## src/lscr_pkg.sv

```systemverilog
// Package with the register map, field layout, reset values and current scaling constants.
package lscr_pkg;

	// Byte addresses of the registers on the serial register port.
	localparam logic [7:0] ADDR_OFFICE_DIM = 8'h0C;
	localparam logic [7:0] ADDR_DARK_MAX = 8'h0D;
	localparam logic [7:0] ADDR_DARK_DIM = 8'h0E;
	localparam logic [7:0] ADDR_FADE_LAW = 8'h0F;
	localparam logic [7:0] ADDR_SINK_EN = 8'h10;

	// Field widths and positions.
	localparam int CODE_W = 7;
	localparam int LAW_W = 2;
	localparam int SINK_N = 7;
	localparam int CUR_W = 15;
	localparam int SINK_ONE_BIT = 0;
	localparam int SINK_TWO_BIT = 1;
	localparam int SINK_THREE_BIT = 2;
	localparam int SINK_FOUR_BIT = 3;
	localparam int SINK_FIVE_BIT = 4;
	localparam int SINK_SIX_BIT = 5;
	localparam int SINK_SEVEN_BIT = 6;

	// Reset values of the stored fields.
	localparam logic [6:0] RST_CODE = 7'h00;
	localparam logic [1:0] RST_LAW = 2'h0;
	localparam logic [6:0] RST_SINK_EN = 7'h00;
	localparam logic [7:0] RDATA_NONE = 8'h00;

	// Current scaling in microamps: 0.236 mA per linear step, 30 mA full scale.
	localparam logic [6:0] CODE_MAX = 7'h7F;
	localparam logic [14:0] LIN_STEP_UA = 15'h00EC;
	localparam logic [14:0] FULL_SCALE_UA = 15'h7530;
	localparam logic [29:0] SQ_DENOM = 30'h00003F01;
	localparam logic [29:0] SQ_ROUND = 30'h00001F80;

	// Fade transfer laws of the independent sinks.
	typedef enum logic [1:0] {
		LAW_LIN_LIN,
		LAW_SQ_LIN,
		LAW_SQ_CUBIC_A,
		LAW_SQ_CUBIC_B
	} lscr_law_t;

endpackage

```

## src/lscr_code_if.sv

```systemverilog
// Interface carrying a current code and its law to the mapper and the current back.
`timescale 1ns/10ps
`default_nettype none
interface lscr_code_if;
	logic [6:0] code; // Selected 7-bit current code.
	logic square; // High selects the square law, low the linear law.
	logic [14:0] current_ua; // Resulting sink current in microamps.
	modport sel (output code, output square);
	modport map (input code, input square, output current_ua);
endinterface
`default_nettype wire

```

## src/lscr_code_map.sv

```systemverilog
// Combinational map from a 7-bit current code to a current in microamps.
`timescale 1ns/10ps
`default_nettype none
module lscr_code_map (
	lscr_code_if.map cif
);
	import lscr_pkg::*;

	logic [29:0] sq_prod; // Code squared times full scale.
	logic [29:0] sq_quot; // Rounded quotient for the square law.

	// Linear law adds one step per code; the top code is pinned to full scale.
	// Square law scales full scale by the code squared over the top code squared.
	always_comb begin
		sq_prod = 30'({23'h0, cif.code} * {23'h0, cif.code}) * 30'(FULL_SCALE_UA);
		sq_quot = (sq_prod + SQ_ROUND) / SQ_DENOM;
		if (cif.code == CODE_MAX) begin
			cif.current_ua = FULL_SCALE_UA;
		end else if (cif.square) begin
			cif.current_ua = sq_quot[14:0];
		end else begin
			cif.current_ua = 15'({8'h0, cif.code} * LIN_STEP_UA);
		end
	end
endmodule
`default_nettype wire

```

## src/lscr_level_sel.sv

```systemverilog
// Picks the backlight code of the active level, dim or maximum.
`timescale 1ns/10ps
`default_nettype none
module lscr_level_sel (
	input wire logic dark_i,
	input wire logic dim_i,
	input wire logic square_i,
	input wire logic [6:0] office_max_i,
	input wire logic [6:0] office_dim_i,
	input wire logic [6:0] dark_max_i,
	input wire logic [6:0] dark_dim_i,
	lscr_code_if.sel cif
);
	// Dim timeout or the user dim flag moves the active level to its dim code.
	always_comb begin
		cif.square = square_i;
		if (dark_i) begin
			cif.code = dim_i ? dark_dim_i : dark_max_i;
		end else begin
			cif.code = dim_i ? office_dim_i : office_max_i;
		end
	end
endmodule
`default_nettype wire

```

## src/lscr_top.sv

```systemverilog
// Register bank for backlight dim codes and the dark maximum code, sink fade law and sink enables.
`timescale 1ns/10ps
`default_nettype none
module lscr_top (
	input wire logic clk_i,
	input wire logic rst_i,
	input wire logic reg_wr_i,
	input wire logic reg_rd_i,
	input wire logic [7:0] reg_addr_i,
	input wire logic [7:0] reg_wdata_i,
	output logic [7:0] reg_rdata_o,
	input wire logic dark_level_i,
	input wire logic dim_timeout_i,
	input wire logic dim_en_i,
	input wire logic backlight_square_i,
	input wire logic [lscr_pkg::CODE_W-1:0] office_max_code_i,
	output logic [lscr_pkg::CODE_W-1:0] office_dim_code_o,
	output logic [lscr_pkg::CODE_W-1:0] dark_max_code_o,
	output logic [lscr_pkg::CODE_W-1:0] dark_dim_code_o,
	output logic [lscr_pkg::LAW_W-1:0] sink_fade_law_select_o,
	output logic fade_square_o,
	output logic fade_cubic_o,
	output logic sink_one_on_o,
	output logic sink_two_on_o,
	output logic sink_three_on_o,
	output logic sink_four_on_o,
	output logic sink_five_on_o,
	output logic sink_six_on_o,
	output logic sink_seven_on_o,
	output logic [lscr_pkg::CODE_W-1:0] backlight_code_o,
	output logic [lscr_pkg::CUR_W-1:0] backlight_current_ua_o
);
	import lscr_pkg::*;

	// Stored fields; reserved bits are never stored.
	logic [6:0] office_dim_current; // Office dim code.
	logic [6:0] dark_max_current; // Dark maximum code.
	logic [6:0] dark_dim_current; // Dark dim code.
	logic [1:0] sink_fade_law; // Sink fade law selection.
	logic [6:0] sink_enable_mask; // One enable per independent sink.
	logic [7:0] next_rdata; // Read data before the output flop.
	lscr_law_t law_now; // Fade law as an enumerated value.

	lscr_code_if bl_if ();

	// Elaboration check that the field layout matches the logic.
	if (CODE_W != 7 || LAW_W != 2 || SINK_N != 7 || CUR_W != 15) begin : g_chk
		$error("lscr_top supports only the fixed 7-bit code layout.");
	end

	// Office dim code register; bit 7 of the write is dropped.
	always_ff @(posedge clk_i or posedge rst_i) begin
		if (rst_i) begin
			office_dim_current <= RST_CODE;
		end else if (reg_wr_i && reg_addr_i == ADDR_OFFICE_DIM) begin
			office_dim_current <= reg_wdata_i[6:0];
		end
	end

	// Dark maximum code register.
	always_ff @(posedge clk_i or posedge rst_i) begin
		if (rst_i) begin
			dark_max_current <= RST_CODE;
		end else if (reg_wr_i && reg_addr_i == ADDR_DARK_MAX) begin
			dark_max_current <= reg_wdata_i[6:0];
		end
	end

	// Dark dim code register.
	always_ff @(posedge clk_i or posedge rst_i) begin
		if (rst_i) begin
			dark_dim_current <= RST_CODE;
		end else if (reg_wr_i && reg_addr_i == ADDR_DARK_DIM) begin
			dark_dim_current <= reg_wdata_i[6:0];
		end
	end

	// Fade law register; bits 7..2 are dropped.
	always_ff @(posedge clk_i or posedge rst_i) begin
		if (rst_i) begin
			sink_fade_law <= RST_LAW;
		end else if (reg_wr_i && reg_addr_i == ADDR_FADE_LAW) begin
			sink_fade_law <= reg_wdata_i[1:0];
		end
	end

	// Sink enable register; bit 7 is dropped.
	always_ff @(posedge clk_i or posedge rst_i) begin
		if (rst_i) begin
			sink_enable_mask <= RST_SINK_EN;
		end else if (reg_wr_i && reg_addr_i == ADDR_SINK_EN) begin
			sink_enable_mask <= reg_wdata_i[6:0];
		end
	end

	// Read mux; reserved bits and unmapped addresses read as zero.
	always_comb begin
		next_rdata = RDATA_NONE;
		unique case (reg_addr_i)
			ADDR_OFFICE_DIM: next_rdata = {1'b0, office_dim_current};
			ADDR_DARK_MAX: next_rdata = {1'b0, dark_max_current};
			ADDR_DARK_DIM: next_rdata = {1'b0, dark_dim_current};
			ADDR_FADE_LAW: next_rdata = {6'h00, sink_fade_law};
			ADDR_SINK_EN: next_rdata = {1'b0, sink_enable_mask};
			default: next_rdata = RDATA_NONE;
		endcase
	end

	// Read data flop; it holds between reads.
	always_ff @(posedge clk_i or posedge rst_i) begin
		if (rst_i) begin
			reg_rdata_o <= RDATA_NONE;
		end else if (reg_rd_i) begin
			reg_rdata_o <= next_rdata;
		end
	end

	// Fade law cast to its enumerated value for the decode flops below.
	always_comb begin
		law_now = lscr_law_t'(sink_fade_law);
	end

	// Law decode flops; every code but the first uses the square law DAC.
	always_ff @(posedge clk_i or posedge rst_i) begin
		if (rst_i) begin
			fade_square_o <= 1'b0;
			fade_cubic_o <= 1'b0;
		end else begin
			unique case (law_now)
				LAW_LIN_LIN: begin
					fade_square_o <= 1'b0;
					fade_cubic_o <= 1'b0;
				end
				LAW_SQ_LIN: begin
					fade_square_o <= 1'b1;
					fade_cubic_o <= 1'b0;
				end
				LAW_SQ_CUBIC_A, LAW_SQ_CUBIC_B: begin
					fade_square_o <= 1'b1;
					fade_cubic_o <= 1'b1;
				end
			endcase
		end
	end

	// Stored fields are flops and go straight out.
	assign office_dim_code_o = office_dim_current;
	assign dark_max_code_o = dark_max_current;
	assign dark_dim_code_o = dark_dim_current;
	assign sink_fade_law_select_o = sink_fade_law;
	assign sink_one_on_o = sink_enable_mask[SINK_ONE_BIT];
	assign sink_two_on_o = sink_enable_mask[SINK_TWO_BIT];
	assign sink_three_on_o = sink_enable_mask[SINK_THREE_BIT];
	assign sink_four_on_o = sink_enable_mask[SINK_FOUR_BIT];
	assign sink_five_on_o = sink_enable_mask[SINK_FIVE_BIT];
	assign sink_six_on_o = sink_enable_mask[SINK_SIX_BIT];
	assign sink_seven_on_o = sink_enable_mask[SINK_SEVEN_BIT];

	// Level selection picks the dim code when dimming is due.
	lscr_level_sel u_sel (
		.dark_i(dark_level_i),
		.dim_i(dim_timeout_i | dim_en_i),
		.square_i(backlight_square_i),
		.office_max_i(office_max_code_i),
		.office_dim_i(office_dim_current),
		.dark_max_i(dark_max_current),
		.dark_dim_i(dark_dim_current),
		.cif(bl_if)
	);

	// Current mapping of the selected code.
	lscr_code_map u_map (
		.cif(bl_if)
	);

	// Backlight code and current are registered before leaving the block.
	always_ff @(posedge clk_i or posedge rst_i) begin
		if (rst_i) begin
			backlight_code_o <= RST_CODE;
			backlight_current_ua_o <= 15'h0000;
		end else begin
			backlight_code_o <= bl_if.code;
			backlight_current_ua_o <= bl_if.current_ua;
		end
	end
endmodule
`default_nettype wire

```

## config.mk

```make
export PLATFORM = sky130hd
export DESIGN_NAME = lscr_top
export DESIGN_NICKNAME = d
export VERILOG_FILES = /design/src/lscr_pkg.sv /design/src/lscr_code_if.sv /design/src/lscr_code_map.sv /design/src/lscr_level_sel.sv /design/src/lscr_top.sv
export SDC_FILE = /design/constraint.sdc
export NUM_CORES = 1
export LEC_CHECK = 0
export ABC_CLOCK_PERIOD_IN_PS = 31200
export BUFFER_PORTS_ARGS = -buffer_cell sky130_fd_sc_hd__buf_2
export CELL_PAD_IN_SITES_DETAIL_PLACEMENT = 2
export CELL_PAD_IN_SITES_GLOBAL_PLACEMENT = 2
export CORE_MARGIN = 2
export CORE_UTILIZATION = 35
export DETAILED_ROUTE_END_ITERATION = 8
export GPL_TIMING_DRIVEN = 0
export PLACE_DENSITY_LB_ADDON = 0.15
export SETUP_SLACK_MARGIN = 0.05
export SLEW_MARGIN = 30
export SYNTH_ARGS = -nofsm -noshare
export SYNTH_HDL_FRONTEND = slang
export SYNTH_SLANG_ARGS = --single-unit
export TNS_END_PERCENT = 30
```

## constraint.sdc

```tcl
create_clock -name clk_i -period 31.2 [get_ports clk_i]
set_input_delay 3.12 -clock clk_i [delete_from_list [all_inputs] [get_ports clk_i]]
set_output_delay 3.12 -clock clk_i [all_outputs]
set_load 0.005 [all_outputs]
```

## Yosys cells after proc, flatten, opt, wreduce, memory -nomap -nowiden

Index checks and enable logic that the tools add are counted.

- Bitwise logic cells: 1
- Equal/unequal tests: 9
- Div/mod/pow operators: 1
- Reduce and logical (&&, ||, !) cells: 9
- Multiply operators: 3
- $add $sub $neg: 1
- Muxes and demuxes: 8

Operators by type and width:

| operator | number |
|---|---|
| $pmux W7 S5 | 1 |
| $eq A8 B4 Y1 const B | 4 |
| $add A29 B13 Y30 const B | 1 |
| $div A30 B14 Y30 const B | 1 |
| $mux W15 | 2 |
| $mul A14 B11 Y25 const B | 1 |
| $mux W7 | 3 |
| $mul A7 B7 Y14 | 1 |
| $mul A7 B6 Y13 const B | 1 |
| $eq A8 B5 Y1 const B | 1 |
| $eq A7 B7 Y1 const B | 1 |
| $logic_and A1 B1 Y1 | 5 |
| $eq A2 B2 Y1 const B | 2 |
| $pmux W1 S2 | 2 |
| $reduce_or A2 Y1 | 2 |
| $reduce_or A3 Y1 | 1 |
| $eq A2 B1 Y1 const B | 1 |
| $logic_not A2 Y1 | 1 |
| $or A1 B1 Y1 | 1 |

- Output and inout port bits: 62
- Register bits: 62
- Word-level logic and storage cells: 42
- Input port bits: 31

## Depth between registers and ports, before layout

Gate-level depths: netlist (run 1).

- Word-level depth: 9
- Gate-level depth with buffers: 112
- Mapped depth without buffers: 97

## Modules after synthesis

Synthesis (run 1) repeated with hierarchy kept, for this count alone.

- Cells, all modules: 2356
- Area, all modules: 18293.8 µm²

Modules (own cells, without submodules):

| module | cells an instance | area an instance (µm²) | sequential area each (µm²) | times used |
|---|---|---|---|---|
| lscr_code_map | 2186 | 15685.0 | 0.0 | 1 |
| lscr_top | 160 | 2428.6 | 1526.5 | 1 |
| lscr_level_sel | 10 | 180.2 | 0.0 | 1 |

## Worst setup path before layout (run 1)

OpenSTA, ideal clock, no wires.

- Path type: input to register
- From: input dim_en_i
- To: register backlight_current_ua_o[0] in the netlist's numbering
- Arrival: 28048 ps
- Setup time: 133 ps
- Stages on the path: 106
- Slack: 3019 ps
- Path through: nor2_1 mux4_2 clkbuf_1 nand2_1 xor2_1 ha_1 inv_1 fa_1 inv_1 fa_1 inv_1 fa_1 inv_1 ha_1 a21o_1 a21oi_1 o21bai_1 a21oi_1 [70 not listed] and2_1 buf_4 ha_1 nor2_1 o211ai_1 nand2_1 o31ai_4 inv_2 buf_2 ha_1 nor4_1 nand2_1 nor2_1 or3_1 a311o_1 a211o_1 a221oi_2 o32ai_1

- Longest elaborated chain between the ends: 9
- Elaborated cells on any way between the ends: 11
- Those cells by class: add/sub (1); mul (2); div (1); eq/ne (1); mux (5); bitwise (1)

Ends and longest elaborated chain:

| what | RTL line | text |
|---|---|---|
| start, declared | lscr_top.sv:14 | `input wire logic dim_en_i,` |
| $or A1 B1 Y1 * | lscr_top.sv:162 | `.dim_i(dim_timeout_i \| dim_en_i),` |
| $mux W7 (on tied branches) | lscr_level_sel.sv:20, lscr_level_sel.sv:18 |  |
| $mux W7 * | lscr_level_sel.sv:17 | `if (dark_i) begin` |
| named net bl_if.code[0] | lscr_code_if.sv:5 | `logic [6:0] code;` |
| $mul A7 B7 Y14 | lscr_code_map.sv:15 | `sq_prod = 30'({23'h0, cif.code} * {23'h0, cif.code}) * 30'(FULL_SCALE_UA);` |
| $mul A14 B11 Y25 | lscr_code_map.sv:15 |  |
| $add A29 B13 Y30 | lscr_code_map.sv:16 | `sq_quot = (sq_prod + SQ_ROUND) / SQ_DENOM;` |
| $div A30 B14 Y30 | lscr_code_map.sv:16 |  |
| $mux W15 | lscr_code_map.sv:19 | `end else if (cif.square) begin` |
| $mux W15 * | lscr_code_map.sv:17 | `if (cif.code == CODE_MAX) begin` |
| named net bl_if.current_ua[0] | lscr_code_if.sv:7 | `logic [14:0] current_ua;` |
| end signal, assigned | lscr_top.sv:183 | `backlight_current_ua_o <= bl_if.current_ua;` |
| end, declared | lscr_top.sv:31 | `output logic [lscr_pkg::CUR_W-1:0] backlight_current_ua_o` |

Mark *: on every way through the listed nets, which the timed path passes. The rest lies on a longest branch.
A chain may end at the register's enable or synchronous reset.

## Final worst setup path (run 1)

- From: input dim_timeout_i
- To: register backlight_current_ua_o[0] in the netlist's numbering

- Longest elaborated chain between the ends: 9
- Elaborated cells on any way between the ends: 11
- Those cells by class: add/sub (1); mul (2); div (1); eq/ne (1); mux (5); bitwise (1)

Ends and longest elaborated chain:

| what | RTL line | text |
|---|---|---|
| start, declared | lscr_top.sv:13 | `input wire logic dim_timeout_i,` |
| $or A1 B1 Y1 * | lscr_top.sv:162 |  |
| $mux W7 (on tied branches) | lscr_level_sel.sv:20, lscr_level_sel.sv:18 |  |
| $mux W7 * | lscr_level_sel.sv:17 |  |
| named net bl_if.code[0] | lscr_code_if.sv:5 |  |
| $mul A7 B7 Y14 | lscr_code_map.sv:15 |  |
| $mul A14 B11 Y25 | lscr_code_map.sv:15 |  |
| $add A29 B13 Y30 | lscr_code_map.sv:16 |  |
| $div A30 B14 Y30 | lscr_code_map.sv:16 |  |
| $mux W15 | lscr_code_map.sv:19 |  |
| $mux W15 * | lscr_code_map.sv:17 |  |
| named net bl_if.current_ua[0] | lscr_code_if.sv:7 |  |

Marked as above.

==> results_dict.tcl, run 1 <==
set metrics [dict create \
    setup_viol 0 \
    synth-main-ff-cell "dfrtp_1" \
    num-nets-final 2701 \
    drc_errors 0 \
    cts_made_buffers 9 \
    fp.dieH_um 231 \
    holdPathStages 2 \
    maxSlewHeadroom_pct 34.6 \
    slowest_stage "xnor2_1" \
    async_flop_share_pct 100 \
    synthCells 2297 \
    htree_levels 3 \
    drt_wl_total_um 78100 \
    synth_seq_cells 61 \
    period_minus_slack_ps 30380 \
    setup.worst_path.end_class "flip-flop" \
    seq_area_mm2 0.00153 \
    status "finished, final reports clean" \
    finalHoldViolCount 0 \
    drt_iter0_drc 996 \
    dp_hpwl_um 59600 \
    min_period_over_period_pct 97.4 \
    synth_area_mm2 0.0180 \
    antenna_found_initial 2 \
    die_area_mm2 0.0533 \
    dp.cells 3067 \
    placed_area_mm2 0.0194 \
    syn_area_per_cell_um2 7.84 \
    start_kind "input pin" \
    ys.warnings.count 0 \
    cts_root_buf "clkbuf_16" \
    num_rows 83 \
    final_antenna_net_count 0 \
    syn_to_final_growth_pct 18.9 \
    syn_nets 2528 \
    clkLatencyLatePin_ps 360 \
    viasPerCell 6.21 \
    worstSetupPathType "input pin to flip-flop" \
    final_area_mm2 0.0214 \
    fillers 5883 \
    gp_congestion 0.859 \
    cts.path.max_buffers 2 \
    wl_met2_um 39400 \
    die_x_um 231 \
    cts_tree "done" \
    wl_met3_um 2040 \
    drt_first_pass_iters 5 \
    tightest_slew_ps 973 \
    final.setup.tns_ps 0 \
    io_pins 93 \
    clkSinkCount 61 \
    overflow 0 \
    slowest_delay_ps 660 \
    preCtsSetupSlack_ps -3750 \
    layout.cells.non_filler 3157 \
    routed-via-count 19600 \
    hp-class "flip-flop to flip-flop" \
    required_ps 31430 \
    cpMostUsedCell "ha_1" \
    arrival_ps 30610 \
    r2r_cells 106 \
    drv_cap 0 \
    start_util_pct 35.2 \
    first_global_vias 20500 \
    portBuffers 87 \
    fin_worst_skew_ps 8.82 \
    grt.total_usage_pct 27.3 \
    worstPathMaxFanout 17 \
    ys_types 136 \
    clk_pin_slew_ps 60 \
    layout-drive-gt1-share_pct 22.1 \
    multiInputGateArea_mm2 0.0166 \
    yosysSeqAreaShare_pct 8.48 \
    finalMaxSlewViolations 0 \
    grt_max_degree 37 \
    core_area_mm2 0.0511 \
    grt_pass1_wl_um 117000 \
    wl_per_cell_um 24.7 \
    synth_edf_count 0 \
    wl_met1_um 34900 \
    highest_layer "met4" \
    setup_slack_ps 821 \
    fmax_mhz 32.9 \
]
## through the flow
stage	util (%)	hold slack, ps
6_report	41.9	542
4_1_cts	39.5	545
5_1_grt	41.9	576
3_5_place_dp	37.9	531
3_3_place_gp	37.7	516
2_1_floorplan	-	495
## cell usage in the layout, fill, tap and decap left out, types with 22 or more instances in the layout
cell type | Yosys | layout
a211oi_1 | 30 | 28
a21o_1 | 26 | 24
a21oi_1 | 130 | 121
a31oi_1 | 27 | 23
and2_1 | 45 | 44
and3_1 | 35 | 35
and4_1 | 22 | 22
buf_2 | 23 | 111
buf_4 | 8 | 82
clkbuf_1 | 38 | 27
dfrtp_1 | 61 | 61
fa_1 | 65 | 65
ha_1 | 135 | 131
inv_1 | 166 | 161
mux2_2 | 40 | 40
mux2i_1 | 31 | 28
nand2_1 | 179 | 177
nand3_1 | 78 | 77
nand4_1 | 38 | 38
nor2_1 | 180 | 170
nor3_1 | 74 | 65
o211ai_1 | 35 | 35
o21ai_0 | 70 | 67
o21ai_1 | 33 | 31
or3_1 | 32 | 32
xnor2_1 | 118 | 101
xor2_1 | 45 | 38
## sequential cells by signal, summed over array words and instances, names as in the netlist
signal / cells
sink_enable_mask: 7
fade_square_o: 1
dark_dim_code_o: 7
fade_cubic_o: 1
backlight_current_ua_o: 15
backlight_code_o: 7
sink_fade_law_select_o: 2
dark_max_code_o: 7
office_dim_code_o: 7
reg_rdata_o: 7
## worst max-delay path: cells and delay by family
family | cells | cell delay (ps)
AOI/OAI and AO/OA | 32 | 8370
and+or+nand+nor | 36 | 8120
adders and majority gates | 15 | 5670
buffers and inverters | 19 | 2820
xor gates and xnor gates | 4 | 1230
muxes | 3 | 1170
## cell usage after synthesis, types with 40 or more instances
library cell / number / share of area, %
nor2_1: 180 / 3.8
nand2_1: 179 / 3.7
inv_1: 166 / 3.5
ha_1: 135 / 9.4
a21oi_1: 130 / 3.6
xnor2_1: 118 / 5.7
nand3_1: 78 / 2.2
nor3_1: 74 / 2.1
o21ai_0: 70 / 1.9
fa_1: 65 / 7.2
dfrtp_1: 61 / 8.5
and2_1: 45 / 1.6
xor2_1: 45 / 2.2
mux2_2: 40 / 2.5
## timing repair
| action | 4_1_cts | 5_1_grt |
|---|---|---|
| cloned | 0 | 0 |
| endpoints found under the setup margin | 4 | 3 |
| gates resized for setup | 62 | 148 |
| hold buffers | 0 | 0 |
| buffers inserted | 22 | 54 |
| pin swaps | 11 | 37 |
## cell families after synthesis
logic type	after synthesis	synth area share, %
multiplexers	85	5.74
other	1	0.0208
buffers and inverters	248	5.54
AND/OR/NAND/NOR	850	25.4
flip-flops	61	8.48
AO/OA/AOI/OAI	681	29.6
adder cells (fa/ha/maj)	201	16.7
XOR/XNOR	170	8.63
## worst paths after layout
kind,end,slack (ps),from
hold reg to reg,reg_rdata_o[5]$_DFFE_PP0P_,540,reg_rdata_o[5]$_DFFE_PP0P_
setup reg to reg,backlight_current_ua_o[0]$_DFF_PP0_,3540,dark_max_code_o[0]$_DFFE_PP0P_
setup / recovery,backlight_current_ua_o[0]$_DFF_PP0_,820,dim_timeout_i
max in group asynchronous,office_dim_code_o[2]$_DFFE_PP0P_,27890,rst_i
hold / removal,reg_rdata_o[5]$_DFFE_PP0P_,540,reg_rdata_o[5]$_DFFE_PP0P_
min in group asynchronous,backlight_code_o[4]$_DFF_PP0_,2770,rst_i
## final cells by class
type	instances	area share, %
Clock buffer	10	1.07
Buffer	74	1.77
Multi-Input combinational cell	1988	77.8
Timing Repair Buffer	166	4.90
Tap cell	680	3.98
Inverter	170	3.03
Antenna cell	2	0.0234
Clock inverter	6	0.339
Sequential cell	61	7.13
## per-layer routing
layer / vias up / GRT usage [%]
li1: 9031 / -
met1: 10100 / 35.5
met2: 358 / 48.4
met3: 94 / 1.88
met4: 0 / 7.48
met5: - / 0
Power of run 1 is left out: the tool's default activity adds up to more than one toggle a clock period on the data nets, which glitch-free logic cannot reach.
==> run 2: changes to the inputs <==
- CORE_MARGIN: 2 -> 10
==> results_dict.tcl, run 2 (synthesis results as in run 1) <==
set metrics [dict create \
    clkSinkCount 61 \
    min_period_over_period_pct 97.7 \
    holdPathStages 1 \
    worstPathMaxFanout 10 \
    final_antenna_net_count 0 \
    rr_endpoint "backlight_current_ua_o[0]$_DFF_PP0_" \
    final_util_pct 42.8 \
    die_area_mm2 0.0609 \
    r2r_cells 106 \
    cpMostUsedCell "ha_1" \
    largest_register_ffs 15 \
    die_x_um 247 \
    worstHoldEndpoint "sink_enable_mask[6]$_DFFE_PP0P_" \
    tightest_slew_ps 1040 \
    final_common_cell "nand2_1" \
    setup.worst_path.end_class "flip-flop" \
    finalMaxSlewViolations 0 \
    slowest_delay_ps 660 \
    required_ps 31410 \
    fmax_mhz 32.8 \
    cts_made_buffers 9 \
    io_pins 93 \
    fp.dieH_um 247 \
    drt_iter0_drc 1062 \
    clk_pin_slew_ps 70 \
    antenna_found_initial 3 \
    hold_buffers 0 \
    drt_first_pass_iters 6 \
    cts_tree "done" \
    status "finished, final reports clean" \
    preCtsSetupSlack_ps -4170 \
    drt_wl_total_um 81400 \
    viasPerCell 6.21 \
    worstSetupPathType "input pin to flip-flop" \
    arrival_ps 30690 \
    period_minus_slack_ps 30480 \
    num_rows 83 \
    fin_worst_skew_ps 13.1 \
    layout-drive-gt1-share_pct 23.7 \
    setup_viol 0 \
    core_area_mm2 0.0511 \
    portBuffers 87 \
    rrSetupSlack_ps 3360 \
    maxSlewHeadroom_pct 29.6 \
    largest_register "backlight_current_ua_o" \
    finalHoldViolCount 0 \
    start_kind "input pin" \
    fillers 5761 \
    critPathBufInv 18 \
    first_global_vias 20800 \
    wl_per_cell_um 25.6 \
    min-delay-start "sink_enable_mask[6]$_DFFE_PP0P_" \
    routed-via-count 19700 \
    whs_ps 543 \
    gp_congestion 0.883 \
    clkLatencyLatePin_ps 370 \
    hp-class "flip-flop to flip-flop" \
    rr_startpoint "dark_dim_code_o[2]$_DFFE_PP0P_" \
    dp_hpwl_um 60500 \
    final.setup.tns_ps 0 \
    num-nets-final 2720 \
    drc_errors 0 \
    drv_cap 0 \
    overflow 0 \
    start_util_pct 35.2 \
    grt.total_usage_pct 24.2 \
    cts.path.max_buffers 2 \
    cts_root_buf "clkbuf_16" \
    setup_slack_ps 722 \
    slowest_stage "mux4_2" \
    syn_to_final_growth_pct 21.5 \
    crit_family "compound AO/OA/AOI/OAI gates" \
    mostFrequentLayoutCells "175 x nand2_1, 172 x nor2_1, 161 x inv_1, 131 x ha_1, 116 x a21oi_1" \
    grt_max_degree 40 \
    grt_pass1_wl_um 120000 \
    htree_levels 3 \
]
[run 2: cell count changes in the layout (fill, tap and decap cells not counted), moves of 4 or more]
cell / before / now
a21oi_2: 10 / 14
nor2_2: 7 / 3
a31oi_1: 23 / 19
clkbuf_1: 27 / 23
o21ai_0: 67 / 63
a21oi_1: 121 / 116
buf_4: 82 / 102
[run 2: through the flow]
step	cells	instance area (µm²)
after CTS	3114	20500
after detailed placement	3067	19400
after global routing	3176	21900
final	3177	21900
after floorplan	2297	18000
after global placement	3064	19300
[run 2: per-layer routing]
metal / wire [µm] / global-route usage [%] / up-vias
li1: - / - / 9058
met1: 36300 / 31.7 / 10200
met2: 40600 / 42.8 / 353
met3: 2730 / 1.95 / 105
met4: 1830 / 4.60 / 0
met5: 0 / 0 / -
[run 2: what timing repair did]
action | 4_1_cts | 5_1_grt
pin swaps | 19 | 47
resized for setup | 99 | 154
endpoints found under the hold margin | 0 | 0
endpoints found under the setup margin | 4 | 2
setup buffers | 33 | 65
[run 2: worst register-to-register path: cells and delay by family (launching register included)]
family	cells	cell delay [ps]
and+or+nand+nor	31	6770
AOI/OAI and AO/OA	36	9520
buffers and inverters	17	3000
xor gates and xnor gates	3	810
adders and majority gates	15	5530
DFF	1	490
muxes	4	1510
[run 2: area by class of cell]
class	count	area [µm²]	share of cell area [%]
Antenna cell	3	7.51	0.0343
Buffer	71	382	1.74
Clock buffer	9	225	1.03
Clock inverter	7	105	0.480
Inverter	170	648	2.96
Multi-Input combinational cell	1988	16900	77.2
Sequential cell	61	1530	6.98
Tap cell	680	851	3.89
Timing Repair Buffer	188	1240	5.68
[run 2: worst max path at each step]
stage | startpoint | endpoint | slack [ps] | depth (start not counted)
CTS | dim_timeout_i | backlight_current_ua_o[0]$_DFF_PP0_ | 80 | 106
floorplan | dim_en_i | backlight_current_ua_o[0]$_DFF_PP0_ | 3020 | 106
finish | dim_timeout_i | backlight_current_ua_o[0]$_DFF_PP0_ | 720 | 108
detailed placement | dim_en_i | backlight_current_ua_o[0]$_DFF_PP0_ | -4170 | 101
global placement | dim_en_i | backlight_current_ua_o[0]$_DFF_PP0_ | -4430 | 99
global route | dim_timeout_i | backlight_current_ua_o[0]$_DFF_PP0_ | -570 | 108
Power of run 2 is left out for the same reason.
